--- src/hdl/spisd_defs.vh ---
/*
 * Constants for the serial status and data buffer block: register
 * offsets, field positions, reset values and the link timing count.
 * Assumes it is included by its bare name from the design file.
 */
`ifndef SPISD_DEFS_VH
`define SPISD_DEFS_VH

// register offsets on the byte-wide register port
`define SPISD_OFS_CTRL_ONE    3'h0
`define SPISD_OFS_CTRL_TWO    3'h1
`define SPISD_OFS_STATUS      3'h3
`define SPISD_OFS_DATA_HIGH   3'h4
`define SPISD_OFS_DATA_LOW    3'h5

// control_register_one fields
`define SPISD_C1_ENABLE       6
`define SPISD_C1_MASTER       4

// control_register_two fields
`define SPISD_C2_WIDTH        6
`define SPISD_C2_MFDET        4

// serial_status fields
`define SPISD_SR_RCF          7
`define SPISD_SR_TEF          5
`define SPISD_SR_MODE_FAULT_FLAG         4

// reset values
`define SPISD_RST_CTRL_ONE    8'h00
`define SPISD_RST_CTRL_TWO    8'h00
`define SPISD_RST_DATA_HIGH   8'h00
`define SPISD_RST_DATA_LOW    8'h00

// bits per transfer for each width setting
`define SPISD_BITS_NARROW     5'h08
`define SPISD_BITS_WIDE       5'h10

// clk cycles per half period of the generated serial clock
`define SPISD_HALF_DIV        8'h04

`endif

--- src/hdl/spisd_core.v ---
/*
 * Status flags, shared data register and receive buffering of a serial
 * peripheral interface, with a minimal mode-0 shift engine, MSB first.
 * Assumes a byte-wide register port on clk, link pins from outside the
 * clk domain, and a slave select that rises between words in slave mode.
 */
`timescale 1ns/1ps
`include "spisd_defs.vh"

// Contract
// - receive-complete flag in status bit 7 set after data lands in register
// - transmit-empty flag in bit 5 high while transmit register accepts data
// - mode-fault flag bit 4 set when select goes low as detecting master
// - status read seeing mode fault, then control one write, clears it
// - status readable anytime, writes to it change nothing
// - low byte read after status read seeing receive flag clears it
// - high byte reads never touch the receive flag
// - low byte write after status read seeing empty flag clears it
// - data writes ignored while transmit-empty flag is zero
// - high byte writes never touch the transmit-empty flag
// - high byte at 4, low at 5, high resets zero, both accessible
// - master starts queued data right after previous transfer ends
// - word received with flag clear is copied in and flag set
// - word received with flag set held in shifter until next start
// - flag serviced before third start moves held word in, flag stays
// - flag serviced after third start discards the held word
// - width bit in control two picks eight or sixteen bit transfers
module spisd_core #(
    parameter [7:0] HALF_DIV = `SPISD_HALF_DIV
) (
    input  wire       clk,
    input  wire       rst,
    input  wire [2:0] bus_addr,
    input  wire [7:0] bus_wdata,
    input  wire       bus_wr,
    input  wire       bus_rd,
    output reg  [7:0] bus_rdata,
    input  wire       sck_in,
    output reg        sck_out,
    output wire       sck_oe_n,
    input  wire       mosi_in,
    output wire       mosi_out,
    output wire       mosi_oe_n,
    input  wire       miso_in,
    output wire       miso_out,
    output wire       miso_oe_n,
    input  wire       ss_n_in,
    output wire       transfer_busy
);

    localparam [1:0] ST_IDLE   = 2'd0;
    localparam [1:0] ST_MASTER = 2'd1;
    localparam [1:0] ST_SLAVE  = 2'd2;

    function [4:0] xfer_bits;
        input wide;
        begin
            xfer_bits = wide ? `SPISD_BITS_WIDE : `SPISD_BITS_NARROW;
        end
    endfunction

    function [15:0] fit_word;
        input        wide;
        input [15:0] word;
        begin
            fit_word = wide ? word : {8'h00, word[7:0]};
        end
    endfunction

    reg  [7:0]  control_register_one;
    reg  [7:0]  control_register_two;
    reg         receive_complete_flag;
    reg         transmit_empty_flag;
    reg         mode_fault_flag;
    reg         rcf_armed;
    reg         tef_armed;
    reg         mode_fault_flag_armed;
    reg  [7:0]  tx_high;
    reg  [7:0]  tx_low;
    reg  [15:0] serial_data_word;
    reg  [15:0] held_word;
    reg         held_valid;

    reg  [1:0]  state;
    reg  [7:0]  div_cnt;
    reg  [4:0]  bit_cnt;
    reg  [15:0] tx_sh;
    reg  [15:0] rx_sh;
    reg         xfer_done;
    reg  [15:0] done_word;

    reg         sck_s1;
    reg         sck_s2;
    reg         sck_s3;
    reg         ss_s1;
    reg         ss_s2;
    reg         ss_s3;
    reg         mosi_s1;
    reg         mosi_s2;
    reg         miso_s1;
    reg         miso_s2;

    wire enable   = control_register_one[`SPISD_C1_ENABLE];
    wire master   = control_register_one[`SPISD_C1_MASTER];
    wire wide     = control_register_two[`SPISD_C2_WIDTH];
    wire mf_det   = control_register_two[`SPISD_C2_MFDET];
    wire [4:0] nbits = xfer_bits(wide);

    wire sck_rise = sck_s2 & ~sck_s3;
    wire sck_fall = ~sck_s2 & sck_s3;
    wire ss_fall  = ~ss_s2 & ss_s3;

    wire mode_fault_now = enable & master & mf_det & ~ss_s2;

    // queued word leaves as soon as the engine is idle again
    wire master_go = (state == ST_IDLE) & enable & master &
                     ~transmit_empty_flag & ~mode_fault_now;
    wire slave_go  = (state == ST_IDLE) & enable & ~master & ss_fall;
    wire xfer_start = master_go | slave_go;

    wire wr_ctrl_one = bus_wr & (bus_addr == `SPISD_OFS_CTRL_ONE);
    wire wr_ctrl_two = bus_wr & (bus_addr == `SPISD_OFS_CTRL_TWO);
    wire wr_high     = bus_wr & (bus_addr == `SPISD_OFS_DATA_HIGH);
    wire wr_low      = bus_wr & (bus_addr == `SPISD_OFS_DATA_LOW);
    wire rd_status   = bus_rd & (bus_addr == `SPISD_OFS_STATUS);
    wire rd_low      = bus_rd & (bus_addr == `SPISD_OFS_DATA_LOW);

    wire clear_rcf  = rd_low & rcf_armed & receive_complete_flag;
    wire clear_tef  = wr_low & tef_armed & transmit_empty_flag;
    wire clear_mode_fault_flag = wr_ctrl_one & mode_fault_flag_armed & mode_fault_flag;

    wire out_bit = wide ? tx_sh[15] : tx_sh[7];

    assign sck_oe_n      = ~(enable & master);
    assign mosi_oe_n     = ~(enable & master);
    assign mosi_out      = out_bit;
    // slave output is released whenever it is not selected
    assign miso_oe_n     = ~(enable & ~master & ~ss_s2);
    assign miso_out      = out_bit;
    assign transfer_busy = (state != ST_IDLE);

    // pin synchronisers; logic takes the second stage, and the sck and select edge detects also use a third
    always @(posedge clk or posedge rst) begin
        if (rst) begin
            sck_s1  <= 1'b0;
            sck_s2  <= 1'b0;
            sck_s3  <= 1'b0;
            ss_s1   <= 1'b1;
            ss_s2   <= 1'b1;
            ss_s3   <= 1'b1;
            mosi_s1 <= 1'b0;
            mosi_s2 <= 1'b0;
            miso_s1 <= 1'b0;
            miso_s2 <= 1'b0;
        end else begin
            sck_s1  <= sck_in;
            sck_s2  <= sck_s1;
            sck_s3  <= sck_s2;
            ss_s1   <= ss_n_in;
            ss_s2   <= ss_s1;
            ss_s3   <= ss_s2;
            mosi_s1 <= mosi_in;
            mosi_s2 <= mosi_s1;
            miso_s1 <= miso_in;
            miso_s2 <= miso_s1;
        end
    end

    // shift engine, mode 0: sample on rising clock, shift on falling
    always @(posedge clk or posedge rst) begin
        if (rst) begin
            state     <= ST_IDLE;
            div_cnt   <= 8'h00;
            bit_cnt   <= 5'h00;
            tx_sh     <= 16'h0000;
            rx_sh     <= 16'h0000;
            sck_out   <= 1'b0;
            xfer_done <= 1'b0;
            done_word <= 16'h0000;
        end else begin
            xfer_done <= 1'b0;
            case (state)
            ST_IDLE: begin
                sck_out <= 1'b0;
                div_cnt <= 8'h00;
                bit_cnt <= 5'h00;
                if (xfer_start) begin
                    tx_sh <= fit_word(wide, {tx_high, tx_low});
                    rx_sh <= 16'h0000;
                    state <= master_go ? ST_MASTER : ST_SLAVE;
                end
            end
            ST_MASTER: begin
                // a fault or disable aborts without delivering a word
                if (mode_fault_now | ~enable | ~master) begin
                    state   <= ST_IDLE;
                    sck_out <= 1'b0;
                end else if (div_cnt == HALF_DIV - 8'h01) begin
                    div_cnt <= 8'h00;
                    if (!sck_out) begin
                        sck_out <= 1'b1;
                        rx_sh   <= {rx_sh[14:0], miso_s2};
                        bit_cnt <= bit_cnt + 5'h01;
                    end else begin
                        sck_out <= 1'b0;
                        if (bit_cnt == nbits) begin
                            state     <= ST_IDLE;
                            xfer_done <= 1'b1;
                            done_word <= fit_word(wide, rx_sh);
                        end else begin
                            tx_sh <= {tx_sh[14:0], 1'b0};
                        end
                    end
                end else begin
                    div_cnt <= div_cnt + 8'h01;
                end
            end
            ST_SLAVE: begin
                // deselect mid-word forces idle and drops the partial word
                if (ss_s2 | ~enable | master) begin
                    state <= ST_IDLE;
                end else if (sck_rise) begin
                    rx_sh   <= {rx_sh[14:0], mosi_s2};
                    bit_cnt <= bit_cnt + 5'h01;
                    if (bit_cnt + 5'h01 == nbits) begin
                        state     <= ST_IDLE;
                        xfer_done <= 1'b1;
                        done_word <= fit_word(wide, {rx_sh[14:0], mosi_s2});
                    end
                end else if (sck_fall) begin
                    tx_sh <= {tx_sh[14:0], 1'b0};
                end
            end
            default: begin
                state <= ST_IDLE;
            end
            endcase
        end
    end

    // control registers, flags and the shared data register
    always @(posedge clk or posedge rst) begin
        if (rst) begin
            control_register_one  <= `SPISD_RST_CTRL_ONE;
            control_register_two  <= `SPISD_RST_CTRL_TWO;
            receive_complete_flag <= 1'b0;
            transmit_empty_flag   <= 1'b1;
            mode_fault_flag       <= 1'b0;
            rcf_armed             <= 1'b0;
            tef_armed             <= 1'b0;
            mode_fault_flag_armed            <= 1'b0;
            tx_high               <= `SPISD_RST_DATA_HIGH;
            tx_low                <= `SPISD_RST_DATA_LOW;
            serial_data_word      <= {`SPISD_RST_DATA_HIGH,
                                      `SPISD_RST_DATA_LOW};
            held_word             <= 16'h0000;
            held_valid            <= 1'b0;
        end else begin
            if (wr_ctrl_one) begin
                control_register_one <= bus_wdata;
            end
            if (wr_ctrl_two) begin
                control_register_two <= bus_wdata;
            end
            // fault drops master mode; it wins over a same-cycle write
            if (mode_fault_now) begin
                control_register_one[`SPISD_C1_MASTER] <= 1'b0;
            end

            // status register itself ignores writes
            if (rd_status) begin
                rcf_armed  <= receive_complete_flag;
                tef_armed  <= transmit_empty_flag;
                mode_fault_flag_armed <= mode_fault_flag;
            end

            if (mode_fault_now) begin
                mode_fault_flag <= 1'b1;
            end else if (clear_mode_fault_flag) begin
                mode_fault_flag <= 1'b0;
                mode_fault_flag_armed      <= 1'b0;
            end

            // data writes only land while the transmit register is free
            if (wr_high & transmit_empty_flag) begin
                tx_high <= bus_wdata;
            end
            if (wr_low & transmit_empty_flag) begin
                tx_low <= bus_wdata;
            end
            if (clear_tef) begin
                transmit_empty_flag <= 1'b0;
                tef_armed           <= 1'b0;
            end else if (xfer_start & ~transmit_empty_flag) begin
                transmit_empty_flag <= 1'b1;
            end

            if (rd_low) begin
                rcf_armed <= 1'b0;
            end
            // a word arriving with the clear still sets the flag
            if (clear_rcf & held_valid) begin
                serial_data_word      <= held_word;
                receive_complete_flag <= 1'b1;
                held_valid            <= xfer_done;
                if (xfer_done) begin
                    held_word <= done_word;
                end
            end else if (xfer_done & (~receive_complete_flag | clear_rcf)) begin
                serial_data_word      <= done_word;
                receive_complete_flag <= 1'b1;
            end else if (clear_rcf) begin
                receive_complete_flag <= 1'b0;
            end else if (xfer_done) begin
                held_word  <= done_word;
                held_valid <= 1'b1;
            end
            // a new transfer starting makes any held word stale
            if (xfer_start) begin
                held_valid <= 1'b0;
            end
        end
    end

    // register read port, data valid one cycle after the strobe
    always @(posedge clk or posedge rst) begin
        if (rst) begin
            bus_rdata <= 8'h00;
        end else if (bus_rd) begin
            case (bus_addr)
            `SPISD_OFS_CTRL_ONE: begin
                bus_rdata <= control_register_one;
            end
            `SPISD_OFS_CTRL_TWO: begin
                bus_rdata <= control_register_two;
            end
            `SPISD_OFS_STATUS: begin
                bus_rdata <= {receive_complete_flag, 1'b0,
                              transmit_empty_flag, mode_fault_flag,
                              4'h0};
            end
            `SPISD_OFS_DATA_HIGH: begin
                bus_rdata <= serial_data_word[15:8];
            end
            `SPISD_OFS_DATA_LOW: begin
                bus_rdata <= serial_data_word[7:0];
            end
            default: begin
                bus_rdata <= 8'h00;
            end
            endcase
        end else begin
            bus_rdata <= 8'h00;
        end
    end

endmodule // spisd_core

--- config.mk ---
export PLATFORM = sky130hd
export DESIGN_NAME = spisd_core
export DESIGN_NICKNAME = d
export VERILOG_FILES = /design/src/hdl/spisd_core.v
export VERILOG_INCLUDE_DIRS = /design/src /design/src/hdl
export SDC_FILE = /design/constraint.sdc
export NUM_CORES = 1
export LEC_CHECK = 0
export BUFFER_PORTS_ARGS = -buffer_cell sky130_fd_sc_hd__buf_2
export CAP_MARGIN = 20
export CORE_ASPECT_RATIO = 0.75
export CORE_MARGIN = 2
export CORE_UTILIZATION = 26
export DETAILED_ROUTE_END_ITERATION = 10
export REMOVE_ABC_BUFFERS = 1
export SETUP_SLACK_MARGIN = 0.05
export SLEW_MARGIN = 30
export SYNTH_ARGS = -nofsm -noshare
export SYNTH_HDL_FRONTEND = slang
export SYNTH_SLANG_ARGS = --single-unit
--- constraint.sdc ---
create_clock -name clk -period 5.7 [get_ports clk]
set_input_delay 0.285 -clock clk [delete_from_list [all_inputs] [get_ports clk]]
set_output_delay 0.285 -clock clk [all_outputs]
set_load 0.005 [all_outputs]
; Word level (Yosys, flattened, before mapping)
; Cells that the tools add are included.
[totals]
register_bits = 154
in_bits = 19
word_cells = 224
[classes]
n_addsub = 2
n_eq_ne = 30
n_mux = 89
n_bitwise = 47
n_reduce_logical = 23
[op_table]
columns = cell, n
row1 = $mux W16, 30
row2 = $pmux W16 S3, 2
row3 = $pmux W8 S5, 1
row4 = $mux W5, 7
row5 = $pmux W16 S2, 1
row6 = $and A1 B1 Y1, 31
row7 = $mux W1, 31
row8 = $ne A2 B2 Y1 const B, 13
row9 = $mux W8, 3
row10 = $mux W2, 9
row11 = $ne A3 B3 Y1 const B, 6
row12 = $reduce_bool A2 Y1, 9
row13 = $pmux W8 S2, 1
row14 = $pmux W5 S3, 1
row15 = $reduce_and A6 Y1, 2
row16 = $eq A5 B5 Y1, 2
row17 = $not A1 Y1, 10
row18 = $reduce_and A9 Y1, 1
row19 = $reduce_bool A3 Y1, 3
row20 = $add A8 B1 Y8 const B, 1
row21 = $eq A8 B2 Y1 const B, 1
row22 = $reduce_and A8 Y1, 1
row23 = $reduce_and A7 Y1, 1
row24 = $eq A3 B3 Y1 const B, 2
row25 = 14 further kinds, 22

; Longest topological paths before layout
; Gate-level depths: netlist of the first run.
[logic_depth]
ltp_word = 9
mapped_depth = 10
mapped_depth_nobuf = 8

; Worst setup path before layout of the first run
; No wires, ideal clock.
[synth_timing]
path_type = flip-flop to flip-flop
startpoint = register div_cnt[0]
endpoint = register tx_sh[0]
setup_time_ns = 0.125
arrival_ns = 2.412
required_time_ns = 5.575
path_slack_ns = 3.163
stages_incl_launch_ff = 8
synth_period_minus_slack_ns = 2.537
path_cell_list = dfrtp_1 -> ha_1 -> or4b_4 -> o41ai_4 -> nand2_2 -> a2111oi_4 -> buf_6 -> mux2_2
[synth_via]
elab_chain_cells = 3
[synth_lines]
columns = element, line
row1 = "start, declared", spisd_core.v:85  ; reg [7:0] div_cnt;
row2 = "start signal, assigned", spisd_core.v:215  ; div_cnt <= div_cnt + 8'h01;
row3 = $eq A8 B2 Y1, spisd_core.v:198  ; end else if (div_cnt == HALF_DIV - 8'h01) begin
row4 = $ne A2 B2 Y1 (no line), --
row5 = $reduce_and A9 Y1 (no line), --
row6 = "end signal, assigned", spisd_core.v:188  ; tx_sh <= fit_word(wide, {tx_high, tx_low});
row7 = "end signal, assigned", spisd_core.v:211  ; tx_sh <= {tx_sh[14:0], 1'b0};
row8 = "end signal, assigned", spisd_core.v:231  ; tx_sh <= {tx_sh[14:0], 1'b0};
row9 = "end, declared", spisd_core.v:87  ; reg [15:0] tx_sh;
; No other way between the ends.
; A chain may end at the register's enable or synchronous reset.

; Worst setup path in the final report of the first run
[layout_timing]
startpoint = register div_cnt[0]
endpoint = register tx_sh[4]
; Same word-level chain as after synthesis.

==> flow_metrics.env, run 1 <==
export IMPL_synth_area_leaders="dfrtp_1 (53%), mux2_2 (14%), mux2i_1 (5.5%)"
export IMPL_cts_sinks=154
export IMPL_synth_flop_cell="dfrtp_1"
export IMPL_die_w_um=195
export IMPL_postCtsHoldBufs=4
export IMPL_clock_skew_ps=13.8
export IMPL_seq_area_frac_synth=0.541
export IMPL_grt_overflow_total=0
export IMPL_wirelength_mm=14.9
export IMPL_cell_internal_pwr_uw=2240
export IMPL_wl_per_cell_um=14.4
export IMPL_cts_clk_slew_worst_paths_ps=70
export IMPL_critical_path_max_fanout=9
export IMPL_fin_area_mm2=0.00829
export IMPL_pwr_share_clk=0.352
export IMPL_cts_setup_buffers=0
export IMPL_place_area_mm2=0.00764
export IMPL_clockBufferDepth=2
export IMPL_period_share=0.517
export IMPL_critPathKind="flop to flop"
export IMPL_switching_share=0.302
export IMPL_gp_congestion=0.759
export IMPL_yosysWarnings=0
export IMPL_stdcell_count=1036
export IMPL_end_kind="flop"
export IMPL_dp_cells=1000
export IMPL_hpwl_mm=10.1
export IMPL_crit_reg2reg_launch="div_cnt[0]"
export IMPL_setup_worst_path_start="div_cnt[0]"
export IMPL_syn_inst=644
export IMPL_fin_util=0.307
export IMPL_synth_edff_count=0
export IMPL_leakagePower_uw=0.00384
export IMPL_status="finished clean"
export IMPL_synth_seq_cells=154
export IMPL_drv_cap=0
export IMPL_ys_types=48
export IMPL_max_freq_mhz=339
export IMPL_crit_arrival_ps=3240
export IMPL_cts_tree="done"
export IMPL_nets=698
export IMPL_worstHoldPathType="primary input to async pin"
export IMPL_hold_viol_final=0
export IMPL_antenna_found_initial=1
export IMPL_cts_resized=0
export IMPL_ctsHtreeMaxLevel=4
export IMPL_p_seq_frac=0.432
export IMPL_avgSynthCellArea_um2=11.1
export IMPL_synthTopCellsByCount="dfrtp_1 (150), nand2_1 (101), mux2_2 (91), o21ai_0 (42), mux2i_1 (39)"
export IMPL_critPathLaunchType="flop"
export IMPL_relSlewSlack=0.400
export IMPL_root_buffer="clkbuf_16"
export IMPL_yosysTopAreaCell="dfrtp_1"
export IMPL_num_antenna_cells=0
export IMPL_switching_power_uw=971
export IMPL_fillers=2693
export IMPL_vias=4667
export IMPL_drive_gt1_frac=0.255
export IMPL_start_util=0.264
export IMPL_clock_latency_ps=420
export IMPL_combinationalPowerShare=0.216
export IMPL_setup_viol=0
export IMPL_gr_usage_all_layers=0.107
export IMPL_vdd_drop_max_mv=0.158
export IMPL_grt_pass1_wl_mm=24.2
export IMPL_ant_nets=0
export IMPL_slew_viol_final=0
export IMPL_io_buffers=33
export IMPL_rows=52
export IMPL_grt_max_degree=94
export IMPL_crit_required_ps=6000
export IMPL_avgViaCountPerCell=4.50
export IMPL_fin_crit_ps=2950
export IMPL_async_reset_ff_frac=1.00
export IMPL_yosysMostFrequentCell="dfrtp_1"
export IMPL_cts_buffers=17
export IMPL_die_y_um=147
export IMPL_synth_area_mm2=0.00713
export IMPL_grt_pass1_vias=4511
export IMPL_die_area_mm2=0.0288
export IMPL_dr_pass1_iters=4
export IMPL_rsz0062_at_grt="false"
export IMPL_drc=0
export IMPL_syn2layout_area_growth_pct=16.2
export IMPL_power_density_mw_per_mm2=387
export IMPL_io_pins=34
export IMPL_coreArea_mm2=0.0270
export IMPL_fin_tns_setup_ps=0
export IMPL_synth_top_area_frac=0.526
export IMPL_drtIter0Drc=258
export IMPL_tightest_slew_ps=901
-- placed cells by master (no fill, tap or decap), types with 6 or more instances in the layout --
master     instances
and2_1            10
o21ai_0           42
dfrtp_1          150
clkbuf_16         17
nand2_1          101
mux2_2            91
inv_1             13
a21oi_1           26
o22ai_1            9
buf_2             33
nand3_1           11
ha_1               6
mux2i_1           39
nor2_1            31
a22oi_1            6
nor2b_1           16
-- worst max-delay path, stage by stage, from the launching register on --
cell,delay [ps]
dfrtp_1,380
ha_1,220
or4b_4,500
o41ai_4,440
nand2_2,130
a2111oi_4,570
buf_6,240
mux2_2,340
-- flip-flops by register name, summed over array words and instances (netlist names), 2 cells and up --
register	count
done_word	16
held_word	16
rx_sh	16
serial_data_word	16
tx_sh	16
bus_rdata	8
control_register_one	8
control_register_two	8
div_cnt	8
tx_high	8
tx_low	8
bit_cnt	5
state	2
-- final timing paths --
check                               endpoint  slack (ps)  cells past startpoint
worst max-delay path                tx_sh[4]        2750                      7
worst min-delay path            bus_rdata[3]          20                      2
worst max register to register      tx_sh[4]        2750                      7
worst min register to register       mosi_s2         350                      0
max in group asynchronous       bus_rdata[7]        4300                      3
min in group clk                   tx_low[0]         130                      3
-- stage by stage --
step | total power (µW) | setup slack [ps] | hold slack (ps)
6_report | 3210 | 2750 | 22.1
5_1_grt | 3390 | 2610 | 104
4_1_cts | 3230 | 2610 | 85.1
3_5_place_dp | 2100 | 2650 | 335
3_3_place_gp | 2070 | 2680 | 335
2_1_floorplan | 1890 | 1270 | 289
-- cell families after synthesis --
group	after synthesis	synth area share
and+or+nand+nor	197	0.126
AOI/OAI and AO/OA	104	0.0898
buffers and inverters	49	0.0286
xor gates and xnor gates	3	0.00368
muxes	130	0.198
DFF	154	0.541
adders and majority gates	7	0.0123
-- layout make-up --
| class | instances | area [µm²] | share of cell area |
|---|---|---|---|
| Sequential cell | 154 | 3860 | 0.465 |
| Multi-Input combinational cell | 441 | 3090 | 0.373 |
| Clock buffer | 20 | 447 | 0.0539 |
| Tap cell | 351 | 439 | 0.0530 |
| Timing Repair Buffer | 43 | 254 | 0.0306 |
| Clock inverter | 12 | 141 | 0.0171 |
| Inverter | 15 | 61.3 | 0.00739 |
-- power by group through the flow --
stage          clock network (µW)  logic [µW]  registers (µW)
6_report                     1130         695            1390
5_1_grt                      1210         775            1410
4_1_cts                      1150         697            1390
3_5_place_dp                    0         692            1400
3_3_place_gp                    0         674            1400
2_1_floorplan                   0         530            1360
-- metal layers --
layer | track usage | vias up | share of wire
li1 | - | 2291 | -
met1 | 0.161 | 2303 | 0.53
met2 | 0.150 | 66 | 0.42
met3 | 0.0283 | 7 | 0.037
met4 | 0.0302 | 0 | 0.0081
met5 | 0 | - | 0
(Power assumes the default switching activity.)
==> run 2, diff against run 1 <==
==> constraint.sdc (replaced) <==
create_clock -name clk -period 2.4 [get_ports clk]
set_input_delay 0.12 -clock clk [delete_from_list [all_inputs] [get_ports clk]]
set_output_delay 0.12 -clock clk [all_outputs]
set_load 0.005 [all_outputs]
==> run 2 against run 1 <==
Sequential share of layout area shrank 3.0 points. Critical path depth is the same. The flow now finishes with violations (negative setup slack). Cell count grew 3.7%. First-iteration DRC count shrank 3.1%. Highest routed layer unchanged. Utilization grew 2.1 points. Sequential cell count is the same. Sequential power grew 130%. Worst hold slack gained 5.2 ps. Power grew to 2.5 times the previous value.
==> flow_metrics.env, run 2 (synthesis gave the netlist of run 1 again) <==
export IMPL_fin_crit_ps=2430
export IMPL_hold_viol_final=0
export IMPL_path_delay_family="compound AO/OA/AOI/OAI gates"
export IMPL_cts_buffers=17
export IMPL_die_y_um=147
export IMPL_grt_pass1_vias=4674
export IMPL_place_area_mm2=0.00790
export IMPL_crit_arrival_ps=2740
export IMPL_coreArea_mm2=0.0270
export IMPL_ctsHtreeMaxLevel=4
export IMPL_grt_pass1_wl_mm=25.3
export IMPL_min_to="tx_low[3]"
export IMPL_critPathKind="flop to flop"
export IMPL_syn2layout_area_growth_pct=24.1
export IMPL_root_buffer="clkbuf_16"
export IMPL_cts_tree="done"
export IMPL_leakagePower_uw=0.00415
export IMPL_hold_path_depth=3
export IMPL_num_antenna_cells=0
export IMPL_antenna_found_initial=0
export IMPL_cts_sinks=154
export IMPL_die_area_mm2=0.0288
export IMPL_drv_cap=0
export IMPL_gr_usage_all_layers=0.112
export IMPL_period_share=1.01
export IMPL_hp_start="bus_wdata[3]"
export IMPL_rsz0062_at_grt="true"
export IMPL_vdd_drop_max_mv=0.417
export IMPL_start_util=0.264
export IMPL_clock_latency_ps=420
export IMPL_worstHoldPathType="primary input to flop"
export IMPL_fin_util=0.328
export IMPL_wl_per_cell_um=14.9
export IMPL_die_w_um=195
export IMPL_layout_setup_ws_ps=-33.5
export IMPL_setup_viol=15
export IMPL_io_buffers=33
export IMPL_cts_clk_slew_worst_paths_ps=60
export IMPL_slew_viol_final=0
export IMPL_nets=737
export IMPL_rr_worst_depth=7
export IMPL_hpwl_mm=10.7
export IMPL_avgViaCountPerCell=4.57
export IMPL_grt_overflow_total=0
export IMPL_fillers=2707
export IMPL_path_cells="ha_2 -> or4b_4 -> o41ai_4 -> nand2_2 -> a2111oi_4 -> buf_12 -> mux2_2"
export IMPL_power_density_mw_per_mm2=924
export IMPL_grt_max_degree=66
export IMPL_io_pins=34
export IMPL_critPathBufInv=1
export IMPL_wirelength_mm=16.0
export IMPL_tightest_slew_ps=634
export IMPL_clockBufferDepth=2
export IMPL_crit_slowest_cell="or4b_4"
export IMPL_drive_gt1_frac=0.315
export IMPL_violations="negative setup slack"
export IMPL_crit_required_ps=2700
export IMPL_crit_reg2reg_launch="div_cnt[1]"
export IMPL_status="finished, violations left"
export IMPL_layout_common_cells="dfrtp_1 (150), mux2_2 (89), nand2_1 (85)"
export IMPL_end_kind="flop"
export IMPL_clock_skew_ps=7.86
export IMPL_drtIter0Drc=250
export IMPL_fin_area_mm2=0.00885
export IMPL_max_stage_delay_ps=480
export IMPL_timing_rr_end="tx_sh[8]"
export IMPL_drc=0
export IMPL_dr_pass1_iters=5
export IMPL_critPathLaunchType="flop"
export IMPL_max_freq_mhz=411
export IMPL_ff2ff_setup_slack_ps=-30
export IMPL_relSlewSlack=0.577
export IMPL_rows=52
export IMPL_ant_nets=0
export IMPL_gp_congestion=0.810
export IMPL_critical_path_max_fanout=16
export IMPL_vias=4907
export IMPL_final_common_cell="dfrtp_1"
## run 2: cell type report
type                       instances  area [µm²]  share of cell area
multi-input combinational        441        3200               0.361
tap                              351         439              0.0496
clock inverter                     9         145              0.0164
inverter                          15        61.3             0.00692
sequential                       154        3860               0.436
clock buffer                      22         464              0.0524
timing repair buffer              82         686              0.0774
## run 2: how the worst max path moves through the flow
stage | startpoint | end | cells past startpoint
after floorplan | rst | bit_cnt[0] | 1
after global placement | div_cnt[1] | tx_sh[5] | 7
after detailed placement | div_cnt[1] | tx_sh[8] | 7
after CTS | div_cnt[1] | tx_sh[6] | 7
after global routing | div_cnt[1] | tx_sh[8] | 7
final | div_cnt[1] | tx_sh[8] | 7
## run 2: tightest hold or removal path, delay by kind of cell
kind	cells	cell delay [ps]
buffers and inverters	1	160
AND/OR/NAND/NOR	2	120
## run 2: power by group
part / internal (µW) / leakage, µW / switching (µW)
Sequential: 3000 / 0.00203 / 264
Clock: 1780 / 0.000304 / 1040
Combinational: 1010 / 0.00181 / 1090
Total: 5790 / 0.00415 / 2390
## run 2: per-layer routing
layer	wire, µm	track usage
met5	0	0
met4	116	0.0378
met3	592	0.0260
met2	6650	0.154
met1	8660	0.171
## run 2: per-stage QoR
stage                     instances  worst slack, ps  hold slack (ps)  setup TNS, ps  total power (µW)
after global routing           1074             -124             34.2          -2510              8610
after detailed placement       1026            -13.8              229          -61.8              5150
final                          1074            -33.5             27.3           -364              8180
after global placement         1026             20.9              230              0              5110
after CTS                      1069            -33.9             10.6           -338              8010
after floorplan                 610            -1860              124        -290160              4490
## run 2: what timing repair did
action | in CTS | in global routing
setup buffers | 0 | 2
hold buffers | 12 | 0
endpoints found under the setup margin | 19 | 48
gates cloned | 0 | 4
resized for setup | 0 | 48
hold endpoints to repair | 73 | 0
pin swaps | 0 | 14
==> run 3, diff against run 2 <==
--- a/config.mk
+++ b/config.mk
@@ -6,12 +6,14 @@
 export SDC_FILE = /design/constraint.sdc
 export NUM_CORES = 1
 export LEC_CHECK = 0
-export BUFFER_PORTS_ARGS = -buffer_cell sky130_fd_sc_hd__buf_2
 export CAP_MARGIN = 20
 export CORE_ASPECT_RATIO = 0.75
 export CORE_MARGIN = 2
 export CORE_UTILIZATION = 26
+export CTS_BUF_LIST = sky130_fd_sc_hd__clkbuf_4 sky130_fd_sc_hd__clkbuf_8
 export DETAILED_ROUTE_END_ITERATION = 10
+export DONT_BUFFER_PORTS = 1
+export MAX_ROUTING_LAYER = met4
 export REMOVE_ABC_BUFFERS = 1
 export SETUP_SLACK_MARGIN = 0.05
 export SLEW_MARGIN = 30
==> run 3 against run 2 <==
The flow still finishes with violations (negative setup slack). Critical path depth is 1 higher. Via count is 3.6% lower. Design area is 5.5% lower. Utilization is 1.8 points lower. Clock skew is 9.8 ps higher. Highest routed layer unchanged.
==> flow_metrics.env, run 3 (synthesis gave the netlist of run 1 again) <==
export IMPL_nets=710
export IMPL_crit_required_ps=2750
export IMPL_violations="negative setup slack"
export IMPL_gp_congestion=0.781
export IMPL_gr_usage_all_layers=0.117
export IMPL_ant_nets=0
export IMPL_pwr_share_clk=0.287
export IMPL_crit_arrival_ps=2800
export IMPL_vdd_drop_max_mv=0.350
export IMPL_layout_common_cells="dfrtp_1 (150), nand2_1 (101), mux2_2 (91)"
export IMPL_io_pins=34
export IMPL_clockBufferDepth=2
export IMPL_grt_pass1_vias=4722
export IMPL_end_kind="flop"
export IMPL_fin_crit_ps=2450
export IMPL_cts_sinks=154
export IMPL_hpwl_mm=10.5
export IMPL_hold_viol_final=0
export IMPL_wirelength_mm=15.6
export IMPL_worstHoldPathType="primary input to flop"
export IMPL_whs_ps=25.0
export IMPL_die_y_um=147
export IMPL_vias=4729
export IMPL_status="finished, violations left"
export IMPL_relSlewSlack=0.527
export IMPL_cts_buffers=17
export IMPL_fin_area_mm2=0.00837
export IMPL_drv_cap=0
export IMPL_start_util=0.264
export IMPL_num_antenna_cells=0
export IMPL_root_buffer="clkbuf_8"
export IMPL_period_share=1.02
export IMPL_switching_share=0.322
export IMPL_drc=0
export IMPL_cts_clk_slew_worst_paths_ps=100
export IMPL_combinationalPowerShare=0.261
export IMPL_die_area_mm2=0.0288
export IMPL_critPathKind="flop to flop"
export IMPL_io_buffers=0
export IMPL_coreArea_mm2=0.0270
export IMPL_drtIter0Drc=310
export IMPL_grt_pass1_wl_mm=25.8
export IMPL_grt_overflow_total=0
export IMPL_critPathLaunchType="flop"
export IMPL_switching_power_uw=2320
export IMPL_p_seq_frac=0.452
export IMPL_place_ws_ps=11.0
export IMPL_cts_tree="done"
export IMPL_grt_max_degree=75
export IMPL_avgViaCountPerCell=4.51
export IMPL_fin_tns_setup_ps=-630
export IMPL_setup_viol=16
export IMPL_drive_gt1_frac=0.247
export IMPL_cell_internal_pwr_uw=4880
export IMPL_power_density_mw_per_mm2=860
export IMPL_die_w_um=195
export IMPL_rows=52
export IMPL_fillers=2748
export IMPL_antenna_found_initial=0
export IMPL_max_freq_mhz=408
export IMPL_syn2layout_area_growth_pct=17.3
export IMPL_slew_viol_final=0
export IMPL_ctsHtreeMaxLevel=4
export IMPL_leakagePower_uw=0.00384
export IMPL_wl_per_cell_um=14.9
export IMPL_clock_skew_ps=17.7
export IMPL_ff2ff_setup_slack_ps=-50
export IMPL_dr_pass1_iters=5
export IMPL_rsz0062_at_grt="true"
export IMPL_final_common_cell="dfrtp_1"
export IMPL_clock_latency_ps=460
export IMPL_layout_setup_ws_ps=-51.6
export IMPL_place_area_mm2=0.00772
export IMPL_critical_path_max_fanout=8
export IMPL_tightest_slew_ps=709
run 3: changes by cell type in the layout (fill, tap and decap cells not counted), sizes merged, moves of 4 or more:
cell,before,now
inv,14,20
dlygate4sd3,12,19
clkbuf,25,19
buf,67,35
clkinv,6,2
clkinvlp,0,5
run 3: per-layer routing:
metal,track usage,routed length (µm),share of wire
met5,-,0,0
met4,0.0321,110,0.0071
met3,0.0310,627,0.040
met2,0.156,6550,0.42
met1,0.174,8300,0.53
run 3: area by class of cell:
cell class | count | area (µm²) | share of cell area
multi-input combinational | 441 | 3070 | 0.367
timing repair buffer | 55 | 528 | 0.0631
inverter | 15 | 61.3 | 0.00733
sequential | 154 | 3860 | 0.461
clock buffer | 18 | 248 | 0.0296
clock inverter | 14 | 161 | 0.0193
tap | 351 | 439 | 0.0525
run 3: through the flow:
step	util	std cells	power (µW)
detailed placement	0.286	993	5080
floorplan	-	610	4490
finish	0.310	1048	7200
global route	0.310	1048	7640
CTS	0.308	1044	7220
global placement	0.286	993	5050
run 3: worst paths after layout:
| check | startpoint | to | cells after the start |
|---|---|---|---|
| worst min register to register | mosi_s1 | mosi_s2 | 0 |
| worst max register to register | div_cnt[1] | tx_sh[5] | 8 |
| worst min-delay path | bus_rd | bus_rdata[5] | 2 |
| min in group asynchronous | rst | bus_rdata[3] | 2 |
| max in group asynchronous | rst | ss_s2 | 3 |
| worst max-delay path | div_cnt[1] | tx_sh[5] | 8 |
run 3: critical path, stage by stage, from the launching register on:
cell	delay, ps
dfrtp_1	380
ha_1	170
or4b_4	480
o41ai_4	260
nand2_2	120
a2111oi_4	270
buf_4	200
clkbuf_16	160
mux2_2	320
run 3: power groups by stage:
stage / sequential (µW) / clock [µW] / combinational, µW
3_5_place_dp: 3300 / 0 / 1790
6_report: 3250 / 2070 / 1880
2_1_floorplan: 3230 / 0 / 1260
5_1_grt: 3310 / 2240 / 2090
3_3_place_gp: 3290 / 0 / 1750
4_1_cts: 3250 / 2140 / 1830
run 3: repair_timing:
action / 4_1_cts / 5_1_grt
resized for setup: 0 / 3
pin swaps: 0 / 3
hold endpoints to repair: 113 / 0
endpoints found under the setup margin: 17 / 47
cloned: 0 / 1
buffers inserted: 0 / 3
hold buffers: 19 / 0
